## src/pulse_wetting_map.vh

```
`ifndef PULSE_WETTING_MAP_VH
`define PULSE_WETTING_MAP_VH

// register offsets
`define PTL_OFFSET        6'h1F
`define PIE_OFFSET        6'h20
`define CMT_OFFSET        6'h21

// register geometry
`define REG_ADDR_W        6
`define REG_DATA_W        24
`define NUM_INPUTS        24

// pulse_time_and_level fields
`define PTL_TIME_MSB      6
`define PTL_TIME_LSB      4
`define PTL_TIME_W        3
`define PTL_LVL_MSB       3
`define PTL_LVL_LSB       0
`define PTL_LVL_W         4
`define PTL_USED_W        7

// comparator_thresholds fields
`define CMT_USED_W        12
`define CMT_FIELD_W       2
`define CMT_GROUPS        6

// reset values
`define PTL_RESET         7'h00
`define PIE_RESET         24'h000000
`define CMT_RESET         12'h000
`define DATA_ZERO         24'h000000

// input grouping
`define LVL_GRP_SIZE      6
`define THR_GRP_SIZE      4

// pulse current level codes
`define LVL_10MA          1'b0
`define LVL_15MA          1'b1

// comparator threshold codes
`define THR_2V0           2'h0
`define THR_2V7           2'h1
`define THR_3V0           2'h2
`define THR_4V0           2'h3

// timing
`define CLK_PERIOD_NS     10
`define PULSE_UNIT_NS     64000
`define PULSE_CNT_W       16

`endif

```

## src/pulse_on_timer.v

```verilog
`timescale 1ns/10ps
`include "pulse_wetting_map.vh"

module pulse_on_timer #(
    parameter UNIT_CYCLES = 6400,
    parameter CNT_W       = 16
) (
    input  wire                   clk,      // device clock
    input  wire                   rst_n,    // synchronised reset, low
    input  wire                   start,    // launch one pulse
    input  wire [`PTL_TIME_W-1:0] code,     // on-time code at launch
    output reg                    active,   // pulse in progress
    output reg                    done      // one-cycle strobe as active falls
);

    localparam ST_IDLE = 1'b0;
    localparam ST_ON   = 1'b1;
    localparam [CNT_W-1:0] UNIT_W = UNIT_CYCLES;
    localparam [CNT_W-1:0] ONE_W  = 1;

    reg              state_r;
    reg  [CNT_W-1:0] cnt_r;
    wire [CNT_W-1:0] steps;
    wire [2*CNT_W-1:0] prod;
    wire [CNT_W-1:0] total;

    // on-time is (code + 1) units
    assign steps = {{(CNT_W-`PTL_TIME_W){1'b0}}, code} + ONE_W;
    assign prod  = steps * UNIT_W;
    assign total = prod[CNT_W-1:0];

    ////////////////////////////////////////////////////////////////////////
    always @(posedge clk or negedge rst_n) begin
        if (!rst_n) begin
            state_r <= ST_IDLE;
            cnt_r   <= {CNT_W{1'b0}};
            active  <= 1'b0;
            done    <= 1'b0;
        end else begin
            done <= 1'b0;
            case (state_r)
                ST_IDLE: begin
                    if (start) begin
                        state_r <= ST_ON;
                        cnt_r   <= total - ONE_W;
                        active  <= 1'b1;
                    end
                end
                ST_ON: begin
                    if (cnt_r == {CNT_W{1'b0}}) begin
                        state_r <= ST_IDLE;
                        active  <= 1'b0;
                        done    <= 1'b1;
                    end else begin
                        cnt_r <= cnt_r - ONE_W;
                    end
                end
                default: begin
                    state_r <= ST_IDLE;
                    active  <= 1'b0;
                end
            endcase
        end
    end

endmodule

```

## src/pulse_wetting_threshold_cfg.v

```verilog
`timescale 1ns/10ps
`include "pulse_wetting_map.vh"

// Overview of operation
// - Time bits 6-4 pick a pulse on-time of (code+1) x 64 us.
// - Level bit 3 picks 10 mA (0) or 15 mA (1) for inputs 18-23.
// - Level bit 2 picks the pulse current level for inputs 12-17.
// - Level bit 1 picks the pulse current level for inputs 6-11.
// - Level bit 0 picks the pulse current level for inputs 0-5.
// - Bit n of pulse_input_enables turns pulsed current on for input n.
// - pulse_input_enables sits at 20h, is read/write and resets to zero.
// - A 2-bit threshold code means 2 V, 2.7 V, 3 V or 4 V for its group.
// - Threshold bits 11-10 set the comparator level for inputs 20-23.
// - Threshold bits 9-8 set the comparator level for inputs 16-19.
// - Threshold bits 7-6 set the comparator level for inputs 12-15.
// - Threshold bits 5-4 set the comparator level for inputs 8-11.
// - Threshold bits 3-2 set the comparator level for inputs 4-7.
// - Threshold bits 1-0 set the comparator level for inputs 0-3.
// - comparator_thresholds sits at 21h and resets to zero, lowest threshold.
module pulse_wetting_threshold_cfg #(
    parameter UNIT_CYCLES = `PULSE_UNIT_NS / `CLK_PERIOD_NS,
    parameter CNT_W       = `PULSE_CNT_W
) (
    input  wire                     CLK,          // 100 MHz device clock
    input  wire                     RST_N,        // async reset, low
    input  wire [`REG_ADDR_W-1:0]   REG_ADDR,     // register offset
    input  wire [`REG_DATA_W-1:0]   REG_WDATA,    // write data
    input  wire                     REG_WR,       // write strobe
    input  wire                     REG_RD,       // read strobe
    output reg  [`REG_DATA_W-1:0]   REG_RDATA,    // read data
    output reg                      REG_RVALID,   // read data valid
    output reg                      REG_ERR,      // unmapped access
    input  wire                     PULSE_START,  // pulse request
    output reg                      PULSE_BUSY,   // pulse in progress
    output reg                      PULSE_DONE,   // pulse finished
    output reg  [`NUM_INPUTS-1:0]   PULSE_EN,     // per-input enable
    output reg  [`NUM_INPUTS-1:0]   PULSE_LEVEL,  // per-input 15 mA select
    output reg  [`NUM_INPUTS-1:0]   PULSE_ON_LO,  // 10 mA source on
    output reg  [`NUM_INPUTS-1:0]   PULSE_ON_HI,  // 15 mA source on
    output reg  [2*`NUM_INPUTS-1:0] CMP_LEVEL,    // per-input code
    output reg  [4*`CMT_GROUPS-1:0] THR_ONEHOT    // per-group one-hot
);

    ////////////////////////////////////////////////////////////////////////
    // reset release
    reg rst_meta_r;
    reg rst_sync_r;

    always @(posedge CLK or negedge RST_N) begin
        if (!RST_N) begin
            rst_meta_r <= 1'b0;
            rst_sync_r <= 1'b0;
        end else begin
            rst_meta_r <= 1'b1;
            rst_sync_r <= rst_meta_r;
        end
    end

    wire rst_n;
    assign rst_n = rst_sync_r;

    ////////////////////////////////////////////////////////////////////////
    // address decode
    reg  [`PTL_USED_W-1:0]  ptl_r;
    reg  [`NUM_INPUTS-1:0]  pie_r;
    reg  [`CMT_USED_W-1:0]  cmt_r;
    reg                     hit_ptl;
    reg                     hit_pie;
    reg                     hit_cmt;
    wire                    hit_any;

    always @* begin
        hit_ptl = 1'b0;
        hit_pie = 1'b0;
        hit_cmt = 1'b0;
        if (REG_ADDR == `PTL_OFFSET) begin
            hit_ptl = 1'b1;
        end else if (REG_ADDR == `PIE_OFFSET) begin
            hit_pie = 1'b1;
        end else if (REG_ADDR == `CMT_OFFSET) begin
            hit_cmt = 1'b1;
        end
    end

    assign hit_any = hit_ptl | hit_pie | hit_cmt;

    ////////////////////////////////////////////////////////////////////////
    // register writes
    always @(posedge CLK or negedge rst_n) begin
        if (!rst_n) begin
            ptl_r <= `PTL_RESET;
        end else if (REG_WR && hit_ptl) begin
            // only the used low bits are stored
            ptl_r <= REG_WDATA[`PTL_USED_W-1:0];
        end
    end

    always @(posedge CLK or negedge rst_n) begin
        if (!rst_n) begin
            pie_r <= `PIE_RESET;
        end else if (REG_WR && hit_pie) begin
            pie_r <= REG_WDATA;
        end
    end

    always @(posedge CLK or negedge rst_n) begin
        if (!rst_n) begin
            cmt_r <= `CMT_RESET;
        end else if (REG_WR && hit_cmt) begin
            cmt_r <= REG_WDATA[`CMT_USED_W-1:0];
        end
    end

    ////////////////////////////////////////////////////////////////////////
    // register reads
    reg [`REG_DATA_W-1:0] rdata_nxt;

    always @* begin
        rdata_nxt = `DATA_ZERO;
        if (hit_ptl) begin
            rdata_nxt[`PTL_USED_W-1:0] = ptl_r;
        end else if (hit_pie) begin
            rdata_nxt = pie_r;
        end else if (hit_cmt) begin
            rdata_nxt[`CMT_USED_W-1:0] = cmt_r;
        end
    end

    // read data holds until the next read
    always @(posedge CLK or negedge rst_n) begin
        if (!rst_n) begin
            REG_RDATA <= `DATA_ZERO;
        end else if (REG_RD) begin
            REG_RDATA <= rdata_nxt;
        end
    end

    always @(posedge CLK or negedge rst_n) begin
        if (!rst_n) begin
            REG_RVALID <= 1'b0;
        end else begin
            REG_RVALID <= REG_RD;
        end
    end

    // unmapped offset: write dropped, read gives zero
    always @(posedge CLK or negedge rst_n) begin
        if (!rst_n) begin
            REG_ERR <= 1'b0;
        end else begin
            REG_ERR <= (REG_RD | REG_WR) & ~hit_any;
        end
    end

    ////////////////////////////////////////////////////////////////////////
    // pulse launch and queueing
    wire                   tmr_active;
    wire                   tmr_done;
    reg                    pending_r;
    reg                    pending_nxt;
    wire                   launch;
    wire [`PTL_TIME_W-1:0] time_code;
    wire [`PTL_LVL_W-1:0]  lvl_code;

    assign time_code = ptl_r[`PTL_TIME_MSB:`PTL_TIME_LSB];
    assign lvl_code  = ptl_r[`PTL_LVL_MSB:`PTL_LVL_LSB];
    // a request during a pulse waits for it to end
    assign launch    = (PULSE_START | pending_r) & ~tmr_active;

    always @* begin
        if (launch) begin
            pending_nxt = pending_r & PULSE_START;
        end else begin
            pending_nxt = pending_r | PULSE_START;
        end
    end

    always @(posedge CLK or negedge rst_n) begin
        if (!rst_n) begin
            pending_r <= 1'b0;
        end else begin
            pending_r <= pending_nxt;
        end
    end

    pulse_on_timer #(
        .UNIT_CYCLES (UNIT_CYCLES),
        .CNT_W       (CNT_W)
    ) u_timer (
        .clk    (CLK),
        .rst_n  (rst_n),
        .start  (launch),
        .code   (time_code),
        .active (tmr_active),
        .done   (tmr_done)
    );

    ////////////////////////////////////////////////////////////////////////
    // per-pulse snapshot, so a mid-pulse write cannot shorten a pulse
    reg [`NUM_INPUTS-1:0] en_snap_r;
    reg [`NUM_INPUTS-1:0] lvl_snap_r;
    reg [`NUM_INPUTS-1:0] lvl_map;

    always @(posedge CLK or negedge rst_n) begin
        if (!rst_n) begin
            en_snap_r  <= `PIE_RESET;
            lvl_snap_r <= `PIE_RESET;
        end else if (launch) begin
            en_snap_r  <= pie_r;
            lvl_snap_r <= lvl_map;
        end
    end

    ////////////////////////////////////////////////////////////////////////
    // per-input fan-out of level, enable and threshold
    genvar gi;
    generate
        for (gi = 0; gi < `NUM_INPUTS; gi = gi + 1) begin : g_in
            // group bit gi/6: bit 0 inputs 0-5 ... bit 3 inputs 18-23
            always @* begin
                lvl_map[gi] = lvl_code[gi / `LVL_GRP_SIZE];
            end

            always @(posedge CLK or negedge rst_n) begin
                if (!rst_n) begin
                    PULSE_EN[gi]    <= 1'b0;
                    PULSE_LEVEL[gi] <= `LVL_10MA;
                    PULSE_ON_LO[gi] <= 1'b0;
                    PULSE_ON_HI[gi] <= 1'b0;
                    CMP_LEVEL[2*gi+1:2*gi] <= `THR_2V0;
                end else begin
                    PULSE_EN[gi]    <= pie_r[gi];
                    PULSE_LEVEL[gi] <= lvl_map[gi];
                    PULSE_ON_LO[gi] <= tmr_active & en_snap_r[gi] &
                                       (lvl_snap_r[gi] == `LVL_10MA);
                    PULSE_ON_HI[gi] <= tmr_active & en_snap_r[gi] &
                                       (lvl_snap_r[gi] == `LVL_15MA);
                    // group gi/4 field: 0 bits 1-0 ... 5 bits 11-10
                    CMP_LEVEL[2*gi+1:2*gi] <=
                        cmt_r[2*(gi/`THR_GRP_SIZE)+1 -: `CMT_FIELD_W];
                end
            end
        end
    endgenerate

    generate
        for (gi = 0; gi < `CMT_GROUPS; gi = gi + 1) begin : g_thr
            wire [`CMT_FIELD_W-1:0] fld;
            assign fld = cmt_r[2*gi+1 -: `CMT_FIELD_W];

            always @(posedge CLK or negedge rst_n) begin
                if (!rst_n) begin
                    THR_ONEHOT[4*gi+3:4*gi] <= 4'h1;
                end else begin
                    // lines 0..3 select 2 V, 2.7 V, 3 V, 4 V
                    THR_ONEHOT[4*gi]   <= (fld == `THR_2V0);
                    THR_ONEHOT[4*gi+1] <= (fld == `THR_2V7);
                    THR_ONEHOT[4*gi+2] <= (fld == `THR_3V0);
                    THR_ONEHOT[4*gi+3] <= (fld == `THR_4V0);
                end
            end
        end
    endgenerate

    ////////////////////////////////////////////////////////////////////////
    // pulse status
    always @(posedge CLK or negedge rst_n) begin
        if (!rst_n) begin
            PULSE_BUSY <= 1'b0;
        end else begin
            PULSE_BUSY <= tmr_active;
        end
    end

    // done rises in the cycle busy first reads low
    always @(posedge CLK or negedge rst_n) begin
        if (!rst_n) begin
            PULSE_DONE <= 1'b0;
        end else begin
            PULSE_DONE <= tmr_done;
        end
    end

endmodule

```

## config.mk

```make
export PLATFORM = sky130hd
export DESIGN_NAME = pulse_wetting_threshold_cfg
export DESIGN_NICKNAME = d
export VERILOG_FILES = /design/src/pulse_on_timer.v /design/src/pulse_wetting_threshold_cfg.v
export VERILOG_INCLUDE_DIRS = /design/src
export SDC_FILE = /design/constraint.sdc
export NUM_CORES = 1
export LEC_CHECK = 0
export ABC_AREA = 1
export BUFFER_PORTS_ARGS = -buffer_cell sky130_fd_sc_hd__buf_2
export CORE_UTILIZATION = 48
export CTS_CLUSTER_DIAMETER = 80
export DETAILED_ROUTE_END_ITERATION = 16
export PLACE_DENSITY_LB_ADDON = 0.2
export REMOVE_ABC_BUFFERS = 1
export SLEW_MARGIN = 20
export SYNTH_ARGS = -nofsm -noshare
export SYNTH_HDL_FRONTEND = slang
export SYNTH_SLANG_ARGS = --single-unit
```

## constraint.sdc

```tcl
create_clock -name CLK -period 7.5 [get_ports CLK]
set_clock_uncertainty 0.05 [all_clocks]
set_input_delay 0.75 -clock CLK [delete_from_list [all_inputs] [get_ports CLK]]
set_output_delay 0.75 -clock CLK [all_outputs]
set_load 0.02 [all_outputs]
```

==> flow_summary.yaml, run 1 <==
global_route:
  antenna_found_initial: 1
  grt_remaining_overflow: 0
  grt_pass1_wl_um: 33200
  grt_pass1_vias: 6383
  grt_max_degree: 77
  track_usage_pct: 21.4
logic_synthesis:
  syn-cell-area_um2: 9290
  synth_edf_count: 0
  synth.distinct_cells: 35
  ys_async_sr_fraction_pct: 100
  synth.largest_area_cell: "dfrtp_1"
  syn_inst: 927
  ys_warn_count: 0
  ys_seq_area_share_pct: 62.9
  synth_top_area_share_pct: 61.2
  ys.flop_type: "dfrtp_1"
  syn_area_per_cell_um2: 10.0
  ys_seq_elements: 233
  ys_top_cells_by_area: "dfrtp_1 (61%), nand2_1 (7.2%), buf_4 (4.6%)"
route:
  firstDrtPassIters: 7
  totalWireLength_um: 20700
  drt-vias-per-instance: 4.82
  ant_nets: 0
  drt_iter0_drc: 416
  vias: 6664
  wire_per_inst_um: 15.0
  drc: 0
critical_path:
  cp.depth: 13
  worst_setup_path_end_kind: "flop"
  required_ps: 7840
  worstSetupStartpoint: "ptl_r[4]$_DFFE_PN0P_"
  rrSetupSlack_ps: 4820
  r2r-end: "u_timer.cnt_r[15]$_DFFE_PN0P_"
  crit_arrival_ps: 3030
  worstPathCellList: "inv_1 -> ha_1 -> inv_1 -> ha_1 -> fa_1 -> inv_1 -> nand3_1 -> nor2_1 -> nand3_1 -> nand3_1 -> nand2_1 -> nand2_1 -> nand2_1"
  startpoint_type: "flop"
  crit_buf_inv: 3
  crit_type: "flop to flop"
  cp-endpoint: "u_timer.cnt_r[15]$_DFFE_PN0P_"
  slowest_stage: "fa_1"
  critPathTopFamily: "adder cells"
  cp_max_fo: 6
  r2r-start: "ptl_r[4]$_DFFE_PN0P_"
  slowest_delay_ps: 550
  r2r_cells: 13
power_and_ir_drop:
  p_leak_nw: 5.93
  power.density_nw_per_um2: 291
  vdd_drop_max_uv: 172
  power.total_w: 0.00323
outcome:
  status: "complete, no violations"
cts:
  cts.sinks: 233
  h-tree-depth: 1
  cts_made_buffers: 24
  root_buffer: "clkbuf_16"
  cts_resized: 0
  cts_tree: "done"
  clkLatencyLatePin_ps: 500
  path_clk_slew_ps: 60
  cts_buffer_depth: 3
final_layout:
  num-nets-final: 1151
  areaGrowthSynthToFinish_pct: 19.5
  fillers: 1608
  final_cell_mix: "buf_2 (230), dfrtp_1 (226), nand2_1 (179)"
  final_common_cell: "buf_2"
  final_cells: 1383
  n_antenna_cell: 0
  drive_above_1_share_pct: 28.7
floorplanning:
  core_area_um2: 18800
  die_w_um: 141
  pin_count: 231
  rows: 50
  start_util_pct: 49.3
  fp.dieH_um: 141
  die_area_um2: 19900
place:
  port_buffers: 230
  gp_congestion: 0.880
  dp.cells: 1338
  dp_hpwl_um: 14200
sta:
  fin_setup_tns_ps: 0
  rsz0062_at_grt: "false"
  drv_slew: 0
  timing.final.crit_share_pct: 35.8
  period_needed_ps: 2680
  finalHoldViolCount: 0
  fmax_mhz: 373
  slew_headroom_pct: 26.6
  worst_pin_slew_ps: 1100
  setup_viol: 0
run:
  maxCapViolCount: 0
worst_hold_path:
  hp-class: "flop to async pin"
[where the power goes]
part | internal [W] | switching [W]
Sequential | 0.00136 | 0.0000764
Combinational | 0.000166 | 0.000355
Clock | 0.000793 | 0.000476
Total | 0.00232 | 0.000907
[synth_stat cells (all sizes together) (2+ instances only)]
cell	number
dfrtp	227
nand2	184
inv	114
o21ai	102
nor2	75
buf	69
nor3	52
nand3	32
a21oi	20
clkbuf	14
ha	10
dfstp	6
a22oi	5
nand4	4
nand3b	3
conb	2
o31ai	2
xor2	2
[sequential cells by signal (all words and copies together), names as in the netlist, 4 cells and up]
name,cells
PULSE_EN,24
PULSE_ON_HI,24
PULSE_ON_LO,24
REG_RDATA,24
THR_ONEHOT,24
en_snap_r,24
pie_r,24
u_timer.cnt_r,16
CMP_LEVEL,12
cmt_r,12
ptl_r,7
PULSE_LEVEL,4
lvl_snap_r,4
[final cells by class]
type,instances,area [µm²],area share [%]
flip-flops and latches,233,5840,52.7
clock buffers,30,694,6.26
clock inverters,14,176,1.59
inverters,114,428,3.86
well taps,260,325,2.93
repair buffers,235,1190,10.7
multi-input cells,497,2440,22.0
[routing by layer]
layer / part of all wire [%] / GRT usage (%)
met5: 0.053 / 0
met1: 43 / 27.9
met2: 49 / 37.1
met4: 1.9 / 5.66
met3: 5.6 / 3.43
[per-stage QoR]
| stage | setup slack, ps | utilization, % | instance area [µm²] | hold WS, ps |
|---|---|---|---|---|
| 2_1_floorplan | 487 | - | 8700 | 281 |
| 3_3_place_gp | 4910 | 54.2 | 10200 | 202 |
| 3_5_place_dp | 4820 | 54.2 | 10200 | 201 |
| 4_1_cts | 4840 | 58.9 | 11100 | 209 |
| 5_1_grt | 4610 | 58.9 | 11100 | 230 |
| 6_report | 4820 | 58.9 | 11100 | 193 |
[kinds of logic after synthesis]
family	share of synthesized area, %
and+or+nand+nor	16.4
DFF	62.9
buffers and inverters	11.0
AOI/OAI and AO/OA	7.88
adders and majority gates	1.56
xor gates and xnor gates	0.283
other	0.0809
[worst min path at each step]
stage                                           to
after detailed placement  THR_ONEHOT[11]$_DFF_PN0_
after floorplan               PULSE_DONE$_DFF_PN0_
after CTS                     cmt_r[5]$_DFFE_PN0P_
after global routing      THR_ONEHOT[11]$_DFF_PN0_
after global placement        cmt_r[5]$_DFFE_PN0P_
final                     THR_ONEHOT[11]$_DFF_PN0_
[repair_timing]
action / 4_1_cts / 5_1_grt
hold buffers: 1 / 0
setup buffers: 0 / 0
hold endpoints to repair: 2 / 0
Note: power is estimated with default switching activity, not from simulation.
==> inputs of run 2 (changes only) <==
- clock period: 7.5 -> 2.3 ns (I/O delays scaled with it)
==> run 2 against run 1 <==
  * Sequential power rose to 3.3 times the previous value
  * Utilization up 3.4 points
  * Clock power rose to 3.3 times the previous value
  * Critical path depth down 2
  * Via count up 2.3%
  * Fmax up 18%
  * Critical endpoint is now u_timer.cnt_r[13]$_DFFE_PN0P_
  * Combinational power rose to 4.1 times the previous value
  * Largest power group unchanged
  * Worst hold slack worse by 140 ps
  * Largest cell class unchanged
  * Die area unchanged
==> flow_summary.yaml, run 2 (synthesis results as in run 1) <==
outcome:
  status: "complete, no violations"
global_route:
  grt_remaining_overflow: 0
  grt_pass1_vias: 6707
  track_usage_pct: 21.9
  grt_pass1_wl_um: 34200
  grt_max_degree: 57
  antenna_found_initial: 0
cts:
  cts.sinks: 233
  cts_buffer_depth: 3
  cts_tree: "done"
  path_clk_slew_ps: 60
  cts_made_buffers: 24
  clkLatencyLatePin_ps: 500
  root_buffer: "clkbuf_16"
  h-tree-depth: 1
place:
  dp_hpwl_um: 14700
  dp.cells: 1360
  place_area_um2: 10400
  gp_congestion: 0.814
  port_buffers: 230
power_and_ir_drop:
  p_leak_nw: 6.19
  vdd_drop_max_uv: 546
  power.total_w: 0.0110
  internal_power_w: 0.00798
  power_frac_seq_pct: 42.5
  pwr-share-comb_pct: 19.3
  power.density_nw_per_um2: 942
  clkPwrFrac_pct: 38.2
  switching_share_pct: 27.8
  p_sw_w: 0.00307
final_layout:
  final_cells: 1435
  final_cell_mix: "buf_2 (230), dfrtp_1 (226), nand2_1 (176)"
  final_common_cell: "buf_2"
  fillers: 1568
  drive_above_1_share_pct: 31.2
  areaGrowthSynthToFinish_pct: 26.3
  n_antenna_cell: 0
  design_area_um2: 11700
  num-nets-final: 1204
critical_path:
  slowest_stage: "fa_2"
  crit_type: "flop to flop"
  slowest_delay_ps: 450
  startpoint_type: "flop"
  worstPathCellList: "buf_6 -> ha_4 -> inv_2 -> ha_4 -> fa_2 -> buf_4 -> buf_6 -> o21ai_0 -> nand3_1 -> nand3_1 -> nand2_1"
  critPathTopFamily: "adder cells"
  required_ps: 2640
  crit_arrival_ps: 2610
  crit_buf_inv: 4
  worst_setup_path_end_kind: "flop"
  cp_max_fo: 2
floorplanning:
  rows: 50
  fp.dieH_um: 141
  start_util_pct: 49.3
  core_area_um2: 18800
  pin_count: 231
  die_area_um2: 19900
  die_w_um: 141
run:
  maxCapViolCount: 0
route:
  ant_nets: 0
  drt-vias-per-instance: 4.75
  drt_iter0_drc: 381
  drc: 0
  wire_per_inst_um: 14.9
  totalWireLength_um: 21400
  firstDrtPassIters: 5
  vias: 6818
sta:
  period_needed_ps: 2270
  fmax_mhz: 440
  holdWs_ps: 55.6
  slew_headroom_pct: 58.7
  setup_viol: 0
  worst_pin_slew_ps: 619
  drv_slew: 0
  timing.final.crit_share_pct: 98.7
  fin_setup_tns_ps: 0
  finalHoldViolCount: 0
  rsz0062_at_grt: "true"
worst_hold_path:
  hp-class: "input pin to flop"
run 2: cell type report:
cell class,instances,area (µm²),area share [%]
Multi-Input combinational cell,497,2520,21.5
Sequential cell,233,5840,49.8
Clock buffer,32,702,5.99
Tap cell,260,325,2.77
Timing Repair Buffer,288,1730,14.7
Inverter,114,428,3.65
Clock inverter,11,180,1.54
run 2: metrics by stage:
stage	util (%)	setup slack, ps
floorplan	-	-4710
global route	62.3	-79.1
CTS	62.0	11.6
global placement	55.4	-61.9
finish	62.3	29.8
detailed placement	55.4	-148
run 2: worst paths after layout:
path                                      startpoint                             to  slack, ps  cells after the start
worst max register to register  ptl_r[5]$_DFFE_PN0P_  u_timer.cnt_r[13]$_DFFE_PN0P_         30                     11
worst min-delay path                          REG_WR              REG_ERR$_DFF_PN0_         60                      3
worst max-delay path            ptl_r[5]$_DFFE_PN0P_  u_timer.cnt_r[13]$_DFFE_PN0P_         30                     11
max in group asynchronous            rst_n$_DFF_PN0_       THR_ONEHOT[20]$_DFF_PN1_       1250                      1
min in group asynchronous            rst_n$_DFF_PN0_       THR_ONEHOT[10]$_DFF_PN0_        250                      0
worst min register to register       rst_n$_DFF_PN0_       THR_ONEHOT[10]$_DFF_PN0_        250                      0
run 2: repair_timing:
action                                 CTS  global route
pin swaps                                9            16
setup endpoints to repair                3             3
hold buffers                            28             0
setup buffers                            2             2
gates resized for setup                 11            13
endpoints found under the hold margin   47             0
run 2: power by group through the flow:
stage | sequential, W | clock, W | combinational (W)
final | 0.00470 | 0.00422 | 0.00213
after global placement | 0.00476 | 0 | 0.00180
after global routing | 0.00474 | 0.00448 | 0.00234
after detailed placement | 0.00477 | 0 | 0.00183
after floorplan | 0.00522 | 0 | 0.000617
after CTS | 0.00470 | 0.00431 | 0.00199
run 2: per-layer routing:
metal,global-route usage (%),wire length (µm),part of all wire (%),vias to the layer above
met1,29.6,9520,44,3242
met5,0,0,0,-
met2,38.0,10600,50,207
met3,2.72,938,4.4,30
li1,-,-,-,3339
met4,5.03,334,1.6,0
run 2: tightest hold or removal path, stage by stage:
cell and delay (ps):
buf_2 140, inv_1 120, a21oi_1 80
